### src/logic/agsq_pkg.sv
package agsq_pkg;
   // Clock and the scheduling tick that paces auto conversions.
   localparam int unsigned CLK_HZ   = 10_000_000;
   localparam int unsigned TICK_US  = 1000;
   localparam int unsigned TICK_CYC = TICK_US * (CLK_HZ / 1_000_000);
   localparam int unsigned NSLOT    = 2;

   // Register byte offsets.
   localparam logic [7:0] OFS_SOFT_SEL = 8'h00;
   localparam logic [7:0] OFS_CTRL1    = 8'h04;
   localparam logic [7:0] OFS_MASK     = 8'h08;
   localparam logic [7:0] OFS_STAT     = 8'h0c;
   localparam logic [7:0] OFS_SRES_H   = 8'h10;
   localparam logic [7:0] OFS_SRES_L   = 8'h14;
   localparam logic [7:0] OFS_ASEL     = 8'h18;
   localparam logic [7:0] OFS_ACTL     = 8'h1c;
   localparam logic [7:0] OFS_SLOT0    = 8'h20;
   localparam logic [7:0] SLOT_STRIDE  = 8'h10;
   localparam logic [7:0] OFS_THR_H    = 8'h00;
   localparam logic [7:0] OFS_THR_L    = 8'h04;
   localparam logic [7:0] OFS_ARES_H   = 8'h08;
   localparam logic [7:0] OFS_ARES_L   = 8'h0c;
   localparam logic [7:0] OFS_SODLY    = 8'h40;

   // Field positions.
   localparam int SSEL_EN     = 0;
   localparam int SSEL_START  = 1;
   localparam int SSEL_CH     = 4;
   localparam int CTL1_FORCE  = 0;
   localparam int CTL1_ISRC   = 1;
   localparam int INT_EOC     = 0;
   localparam int INT_SLOT    = 1;
   localparam int ACTL_IVL    = 0;
   localparam int ACTL_EN     = 4;
   localparam int ACTL_SD     = 6;
   localparam int THR_POL     = 7;
   localparam int ASEL_STRIDE = 4;

   // Reset values.
   localparam logic [2:0] MASK_RST = 3'h7;

   typedef logic [2:0]  agsq_chan_t;
   typedef logic [11:0] agsq_code_t;
   typedef enum logic [1:0] {
      ST_IDLE = 2'b01,
      ST_BUSY = 2'b10
   } agsq_fsm_e;

   // Request toward the analog converter.
   typedef struct packed {
      logic       pwr;
      logic       start;
      agsq_chan_t chan;
      logic [1:0] isrc;
   } agsq_adc_req_s;

   // Answer from the analog converter.
   typedef struct packed {
      logic       done;
      agsq_code_t data;
   } agsq_adc_rsp_s;
endpackage

### src/logic/agsq_seq.sv
// Contract
// Software enables soft conversions before asking for one.
// Channel zero conversions carry the configured current source setting.
// Converter powers only during conversions unless force-on is set.
// Soft end-of-conversion interrupt reaches host only when unmasked.
// Finished soft conversion sets the soft end-of-conversion flag.
// Result is 12 bits, upper four in high, lower eight in low.
// Auto slots convert repeatedly at the programmed interval.
// Each auto result is compared with a 12-bit split threshold.
// Polarity bit chooses above-threshold or below-threshold events.
// Per-slot shutdown enable lets a threshold event request switch-off.
// Enabled slot threshold crossing sets its slot flag.
// Auto results sit in their own high and low register pair.
// Shutdown follows the switch-off delay unless the flag is cleared.
// Second slot is independent and works like the first.
// Start bit is one-shot, cleared when the conversion is accepted.
//
// The Avalon-MM register port and the register addresses were decided locally.
`timescale 1ns/100ps
module agsq_seq
   import agsq_pkg::*;
#(
   parameter int unsigned TICK_CYCLES = TICK_CYC
) (
   input  wire logic        clk,
   input  wire logic        resetn,
   input  wire logic [7:0]  avs_address,
   input  wire logic        avs_read,
   input  wire logic        avs_write,
   input  wire logic [31:0] avs_writedata,
   output logic [31:0]      avs_readdata,
   output logic             avs_waitrequest,
   output agsq_adc_req_s    adc_req,
   input  wire agsq_adc_rsp_s adc_rsp,
   output logic             irq,
   output logic             shutdown_req
);
   typedef struct packed {
      agsq_fsm_e                    st;
      logic [1:0]                   own;
      logic                         sw_en, sw_start;
      agsq_chan_t                   sw_ch;
      logic                         force_on;
      logic [1:0]                   isrc;
      logic [2:0]                   mask;
      logic [2:0]                   stat;
      agsq_code_t                   sw_res;
      logic [3:0]                   ivl;
      logic [NSLOT-1:0]             aen, sden;
      agsq_chan_t [NSLOT-1:0]       ach;
      agsq_code_t [NSLOT-1:0]       thr;
      logic [NSLOT-1:0]             pol;
      agsq_code_t [NSLOT-1:0]       ares;
      logic [7:0]                   sodly, socnt;
      logic                         shut, irq, wreq;
      logic [31:0]                  rdata;
      agsq_adc_req_s                adc;
   } agsq_main_s;

   localparam agsq_main_s RST_S = '{
      st: ST_IDLE, mask: MASK_RST, wreq: 1'b1, default: '0};

   agsq_main_s       s_q;
   agsq_main_s       s_d;
   logic             tick, acc, pend, go;
   logic [1:0]       own;
   agsq_chan_t       ch;
   logic [2:0]       clr, set;
   logic [31:0]      rd, wd;
   logic [NSLOT-1:0] gnt, due, hit, sdone;

   if (TICK_CYCLES < 2) begin : g_bad_tick
      $error("agsq_seq: TICK_CYCLES must be at least 2");
   end

   // Byte address of a register inside an auto slot's block.
   function automatic logic [7:0] slot_ofs(input int i,
                                           input logic [7:0] sub);
      slot_ofs = 8'(OFS_SLOT0 + SLOT_STRIDE * i + sub);
   endfunction

   ////////////////////////////////////////////////////////////////////////
   // Scheduling tick and the two auto slots.
   agsq_tick #(.CYC (TICK_CYCLES)) u_tick (
      .clk    (clk),
      .resetn (resetn),
      .tick   (tick)
   );

   for (genvar i = 0; i < NSLOT; i++) begin : g_slot
      // Completion is routed to the slot that owns the conversion.
      assign sdone[i] = (s_q.st == ST_BUSY) && adc_rsp.done
                        && (s_q.own == 2'(i + 1));
      agsq_slot u_slot (
         .clk    (clk),
         .resetn (resetn),
         .tick   (tick),
         .en     (s_q.aen[i]),
         .ivl    (s_q.ivl),
         .grant  (gnt[i]),
         .done   (sdone[i]),
         .res    (adc_rsp.data),
         .thr    (s_q.thr[i]),
         .pol    (s_q.pol[i]),
         .due    (due[i]),
         .hit    (hit[i])
      );
   end

   ////////////////////////////////////////////////////////////////////////
   // Next state: sequencer, register writes, flags and bus answer.
   always_comb begin
      s_d  = s_q;
      wd   = avs_writedata;
      acc  = avs_write && !s_q.wreq;
      gnt  = '0;
      set  = '0;
      clr  = '0;
      go   = 1'b0;
      own  = 2'h0;
      ch   = s_q.sw_ch;
      rd   = 32'h0;
      s_d.adc.start = 1'b0;

      // Soft requests win over auto slots; slot a wins over slot b.
      case (s_q.st)
         ST_IDLE: begin
            if (s_q.sw_start && s_q.sw_en) begin
               go = 1'b1;
               s_d.sw_start = 1'b0;
            end else if (due[0]) begin
               go     = 1'b1;
               own    = 2'h1;
               ch     = s_q.ach[0];
               gnt[0] = 1'b1;
            end else if (due[1]) begin
               go     = 1'b1;
               own    = 2'h2;
               ch     = s_q.ach[1];
               gnt[1] = 1'b1;
            end
            if (go) begin
               s_d.st        = ST_BUSY;
               s_d.own       = own;
               s_d.adc.start = 1'b1;
               s_d.adc.chan  = ch;
               s_d.adc.isrc  = (ch == 3'h0) ? s_q.isrc : 2'h0;
            end
         end
         ST_BUSY: begin
            if (adc_rsp.done) begin
               s_d.st = ST_IDLE;
               if (s_q.own == 2'h0) begin
                  s_d.sw_res   = adc_rsp.data;
                  set[INT_EOC] = 1'b1;
               end
               for (int i = 0; i < NSLOT; i++) begin
                  if (sdone[i]) begin
                     s_d.ares[i] = adc_rsp.data;
                     if (hit[i]) set[INT_SLOT + i] = 1'b1;
                  end
               end
            end
         end
         default: s_d.st = ST_IDLE;
      endcase

      // Writes take effect on the edge where waitrequest is seen low.
      if (acc) begin
         case (avs_address)
            OFS_SOFT_SEL: begin
               s_d.sw_en = wd[SSEL_EN];
               s_d.sw_ch = wd[SSEL_CH +: 3];
               if (wd[SSEL_START]) s_d.sw_start = 1'b1;
            end
            OFS_CTRL1: begin
               s_d.force_on = wd[CTL1_FORCE];
               s_d.isrc     = wd[CTL1_ISRC +: 2];
            end
            OFS_MASK:  s_d.mask  = wd[2:0];
            OFS_STAT:  clr       = wd[2:0];
            OFS_ASEL: begin
               s_d.ach[0] = wd[2:0];
               s_d.ach[1] = wd[ASEL_STRIDE +: 3];
            end
            OFS_ACTL: begin
               s_d.ivl  = wd[ACTL_IVL +: 4];
               s_d.aen  = wd[ACTL_EN +: NSLOT];
               s_d.sden = wd[ACTL_SD +: NSLOT];
            end
            OFS_SODLY: s_d.sodly = wd[7:0];
            default: ;
         endcase
         for (int i = 0; i < NSLOT; i++) begin
            if (avs_address == slot_ofs(i, OFS_THR_H)) begin
               s_d.pol[i]        = wd[THR_POL];
               s_d.thr[i][11:8]  = wd[3:0];
            end
            if (avs_address == slot_ofs(i, OFS_THR_L))
               s_d.thr[i][7:0] = wd[7:0];
         end
      end
      // Hardware set wins over a software clear in the same cycle.
      s_d.stat = (s_q.stat & ~clr) | set;
      // Switch-off timer runs while an enabled slot flag stays set.
      pend = |(s_q.stat[INT_SLOT +: NSLOT] & s_q.sden);
      if (!pend) begin
         s_d.socnt = 8'h00;
      end else if (s_q.socnt == s_q.sodly) begin
         s_d.shut = 1'b1;
      end else if (tick) begin
         s_d.socnt = s_q.socnt + 8'h01;
      end
      s_d.adc.pwr = s_d.force_on || (s_d.st == ST_BUSY);
      s_d.irq     = |(s_d.stat & ~s_d.mask);

      // Read mux; unmapped addresses read as zero.
      case (avs_address)
         OFS_SOFT_SEL: begin
            rd[SSEL_EN]       = s_q.sw_en;
            rd[SSEL_START]    = s_q.sw_start;
            rd[SSEL_CH +: 3]  = s_q.sw_ch;
         end
         OFS_CTRL1: begin
            rd[CTL1_FORCE]    = s_q.force_on;
            rd[CTL1_ISRC +: 2] = s_q.isrc;
         end
         OFS_MASK:   rd[2:0] = s_q.mask;
         OFS_STAT:   rd[2:0] = s_q.stat;
         OFS_SRES_H: rd[3:0] = s_q.sw_res[11:8];
         OFS_SRES_L: rd[7:0] = s_q.sw_res[7:0];
         OFS_ASEL: begin
            rd[2:0]             = s_q.ach[0];
            rd[ASEL_STRIDE +: 3] = s_q.ach[1];
         end
         OFS_ACTL: begin
            rd[ACTL_IVL +: 4]  = s_q.ivl;
            rd[ACTL_EN +: NSLOT] = s_q.aen;
            rd[ACTL_SD +: NSLOT] = s_q.sden;
         end
         OFS_SODLY:  rd[7:0] = s_q.sodly;
         default: ;
      endcase
      for (int i = 0; i < NSLOT; i++) begin
         if (avs_address == slot_ofs(i, OFS_THR_H)) begin
            rd[THR_POL] = s_q.pol[i];
            rd[3:0]     = s_q.thr[i][11:8];
         end
         if (avs_address == slot_ofs(i, OFS_THR_L))
            rd[7:0] = s_q.thr[i][7:0];
         if (avs_address == slot_ofs(i, OFS_ARES_H))
            rd[3:0] = s_q.ares[i][11:8];
         if (avs_address == slot_ofs(i, OFS_ARES_L))
            rd[7:0] = s_q.ares[i][7:0];
      end

      // One wait state per access keeps decode off the bus path.
      s_d.wreq = !((avs_read || avs_write) && s_q.wreq);
      if (avs_read && s_q.wreq) s_d.rdata = rd;
   end

   // State register.
   always_ff @(posedge clk or negedge resetn) begin
      if (!resetn) begin
         s_q <= RST_S;
      end else begin
         s_q <= s_d;
      end
   end
   // Every output is a field of the state register.
   assign avs_readdata    = s_q.rdata;
   assign avs_waitrequest = s_q.wreq;
   assign adc_req         = s_q.adc;
   assign irq             = s_q.irq;
   assign shutdown_req    = s_q.shut;
endmodule // agsq_seq

### src/logic/agsq_slot.sv
`timescale 1ns/100ps
module agsq_slot
   import agsq_pkg::*;
(
   input  wire logic       clk,
   input  wire logic       resetn,
   input  wire logic       tick,
   input  wire logic       en,
   input  wire logic [3:0] ivl,
   input  wire logic       grant,
   input  wire logic       done,
   input  wire agsq_code_t res,
   input  wire agsq_code_t thr,
   input  wire logic       pol,
   output logic            due,
   output logic            hit
);
   typedef struct packed {
      logic [3:0] cnt;
      logic       due;
   } agsq_slot_s;

   agsq_slot_s s_q;
   agsq_slot_s s_d;

   // Interval counter: a request is raised every ivl+1 ticks.
   always_comb begin
      s_d = s_q;
      if (!en) begin
         s_d = '0;
      end else begin
         if (grant) begin
            s_d.due = 1'b0;
         end
         if (tick) begin
            if (s_q.cnt == ivl) begin
               s_d.cnt = 4'h0;
               s_d.due = 1'b1;
            end else begin
               s_d.cnt = s_q.cnt + 4'h1;
            end
         end
      end
   end

   // State register.
   always_ff @(posedge clk or negedge resetn) begin
      if (!resetn) begin
         s_q <= '0;
      end else begin
         s_q <= s_d;
      end
   end

   assign due = s_q.due;
   // Polarity one fires above the threshold, zero below it.
   assign hit = done && en && (pol ? (res > thr) : (res < thr));
endmodule // agsq_slot

### src/logic/agsq_tick.sv
`timescale 1ns/100ps
module agsq_tick
   import agsq_pkg::*;
#(
   parameter int unsigned CYC = TICK_CYC
) (
   input  wire logic clk,
   input  wire logic resetn,
   output logic      tick
);
   localparam int unsigned CW = $clog2(CYC);

   typedef struct packed {
      logic [CW-1:0] cnt;
      logic          tick;
   } agsq_tick_s;

   agsq_tick_s s_q;
   agsq_tick_s s_d;

   if (CYC < 2) begin : g_bad_cyc
      $error("agsq_tick: CYC must be at least 2");
   end

   // Free running divider; one pulse per CYC clocks.
   always_comb begin
      s_d = s_q;
      s_d.tick = 1'b0;
      if (s_q.cnt == CW'(CYC - 1)) begin
         s_d.cnt  = '0;
         s_d.tick = 1'b1;
      end else begin
         s_d.cnt = s_q.cnt + CW'(1);
      end
   end

   // State register.
   always_ff @(posedge clk or negedge resetn) begin
      if (!resetn) begin
         s_q <= '0;
      end else begin
         s_q <= s_d;
      end
   end

   assign tick = s_q.tick;
endmodule // agsq_tick

### config.mk
export PLATFORM = sky130hd
export DESIGN_NAME = agsq_seq
export DESIGN_NICKNAME = d
export VERILOG_FILES = /design/src/logic/agsq_pkg.sv /design/src/logic/agsq_seq.sv /design/src/logic/agsq_slot.sv /design/src/logic/agsq_tick.sv
export SDC_FILE = /design/constraint.sdc
export NUM_CORES = 1
export LEC_CHECK = 0
export BUFFER_PORTS_ARGS = -buffer_cell sky130_fd_sc_hd__clkbuf_2
export CORE_UTILIZATION = 64
export DETAILED_ROUTE_END_ITERATION = 16
export MAX_ROUTING_LAYER = met4
export PLACE_DENSITY = 0.86
export REMOVE_ABC_BUFFERS = 1
export SLEW_MARGIN = 40
export SYNTH_ARGS = -nofsm -noshare
export SYNTH_HDL_FRONTEND = slang
export SYNTH_SLANG_ARGS = --single-unit
export TNS_END_PERCENT = 100
### constraint.sdc
create_clock -name clk -period 6.1 [get_ports clk]
set_input_delay 1.525 -clock clk [delete_from_list [all_inputs] [get_ports clk]]
set_output_delay 1.525 -clock clk [all_outputs]
set_load 0.02 [all_outputs]
==> results.toml <==
[outcome]
outcome = "complete, no violations"

[final_layout]
multiInputGateArea_sq_um = 4250
fillers = 913
insertedDiodeCount = 0
final_nets = 963
layout-drive-gt1-share = 0.220
layout.area.seq_sq_um = 3830
syn_to_final_growth_pct = 10.0

[clocking]
ctsHoldBuffers = 0
clock_latency_ps = 440
cts_made_buffers = 17
htree_levels = 4
clk_pin_slew_worst_paths_ps = 60
cts_root_buf = "clkbuf_16"
postCtsSetupRepairBufs = 0
cts_tree = "done"
clock-sinks = 153
ctsResizeCount = 0
cts.path.max_buffers = 2

[global_route]
antenna_found_initial = 0
grt_overflow = 0
globalRouteTotalUtil = 0.334
grt_pass1_wl_um = 34300
grt_pass1_vias = 6474
grt_max_degree = 106

[synthesis]
synthXorXnorAreaFrac = 0.0357
seq_area_frac_synth = 0.447
yosysWarnings = 0
synth_compound_area_frac = 0.106
synthTopCellsByArea = "dfrtp_1, mux2_2, nand2_1"
synth-simple-area-share = 0.175
synth-edff-count = 0
synth_top_cell_by_area = "dfrtp_1"
synth-seq-cells = 153
ys_types = 81
synth_fa_ha_area_frac = 0.0437
synthMuxAreaShare = 0.123
synth.avg_cell_area_sq_um = 10.1
ys.flop_type = "dfrtp_1"
synth_top_area_frac = 0.431
synthArstFlopShare = 1.00
synth_common_cells = "dfrtp_1, nand2_1, mux2_2"
synth_top_family_by_area = "simple AND/OR/NAND/NOR gates"
syn_inst = 847
synth_area_sq_um = 8590
yosysMostFrequentCell = "dfrtp_1"

[timing]
finalSetupViolations = 0
relSlewSlack = 0.463
rsz0062_at_grt = "no"
hold_viol = 0
fin_crit_ps = 3630
fin_skew_ps = 12.2
fmax_ghz = 0.275
slew_viol_final = 0
tightest_slew_ps = 799
setup_slack_ps = 2470
fin_crit_sh = 0.596
setup_tns_ps = 0

[min_path]
hp-class = "reg2reg"

[power_and_ir_drop]
cellLeakagePower_nw = 4.42
powerDensity_nw_per_um2 = 263
internal-power_w = 0.00188
p_sw_frac = 0.241
peakVddDrop_mv = 0.317
power.sequential.fraction = 0.430
switchingPower_w = 0.000597
power.total_w = 0.00248
clkPwrFrac = 0.483
p_comb_frac = 0.087

[place]
dp_slack_ps = 2100
hpwl_um = 14600
place.gp.congestion = 0.994
portBuffers = 50

[worst_setup_path]
path_cells = "buf_2 > nor2b_1 > nand2_1 > nor2_2 > nand2_2 > mux2_2"
cpMaxStageDelayCell = "nor2b_1"
startpoint_type = "input pin"
slowest_delay_ps = 650
end_kind = "register"
worstSetupPathType = "in2reg"
worstPathRequired_ps = 6420
cp_data_arrival_time_ps = 3950
crit_fanout = 31

[floorplanning]
die_h_um = 118
die_x_um = 118
pin_count = 99
die-area_sq_um = 13900
core_area_sq_um = 12800
initial_utilization = 0.670
rows = 41

[route]
viasPerCell = 6.31
vias = 6692
antenna_left = 0
drc_errors = 0
drt-initial-drc-count = 693
wl_per_cell_um = 20.3
drt-total-wl_um = 21500
drtPass1Iterations = 6

[run]
cap_violations = 0
registers in the layout, summed over array words and instances, names as in the netlist:
name,cells
avs_waitrequest,1
g_slot.u_slot.s_q,8
g_slot.u_slot.due,2
u_tick.tick,1
adc_req,7
u_tick.s_q,14
avs_readdata,8
shutdown_req,1
s_q,110
irq,1
power groups by stage:
stage               clock [W]  combinational (W)  sequential [W]
floorplan                   0           0.000109         0.00108
global placement            0           0.000202         0.00108
detailed placement          0           0.000208         0.00108
CTS                   0.00120           0.000210         0.00107
global route          0.00124           0.000234         0.00107
finish                0.00120           0.000215         0.00107
critical path: cells and delay by family:
family	cells	cell delay, ps
and+or+nand+nor	4	1450
muxes	1	360
buffers and inverters	1	590
per-stage QoR:
stage          hold slack, ps  std cells  area, sq um  utilization
2_1_floorplan             440        801         8220            -
3_3_place_gp              452       1026         8720        0.680
3_5_place_dp              458       1026         8730        0.680
4_1_cts                   477       1058         9400        0.733
5_1_grt                   498       1061         9450        0.737
6_report                  472       1061         9450        0.737
path summary, 6_finish.rpt:
| path | cells past startpoint | from | end | slack, ps |
|---|---|---|---|---|
| min in group asynchronous | 1 | resetn | s_q[111] | 980 |
| worst min register to register | 2 | shutdown_req | shutdown_req | 470 |
| worst max-delay path | 6 | avs_address[2] | s_q[96] | 2470 |
| worst min-delay path | 2 | shutdown_req | shutdown_req | 470 |
| worst max register to register | 8 | s_q[150] | irq | 3640 |
| max in group asynchronous | 2 | resetn | s_q[91] | 4130 |
layer usage:
layer / track usage / part of all wire / up-vias
met4: 0.123 / 0.034 / 0
met1: 0.437 / 0.40 / 3244
met5: - / 0 / -
met2: 0.495 / 0.46 / 393
met3: 0.0954 / 0.11 / 71
li1: - / - / 2984
area by class of cell:
class,count,area share
timing repair buffer,56,0.0348
sequential,153,0.406
tap,172,0.0228
clock buffer,21,0.0509
multi-input combinational,610,0.450
clock inverter,11,0.0203
inverter,38,0.0151
kinds of logic after synthesis:
logic type      after synthesis
xor+xnor                     35
compound gates              140
fa+ha+maj                    30
other cells                   1
buf+inv                     107
simple gates                289
flops                       153
mux                          92
cell usage in the layout (no fill, tap or decap), drive strengths merged, types with 25 or more instances in the layout:
master,count
nand3,25
mux2,75
inv,38
o21ai,37
clkbuf,68
dfrtp,148
a21oi,39
ha,30
nand2,130
nor2,45
Power figures use the tool's default switching activity.
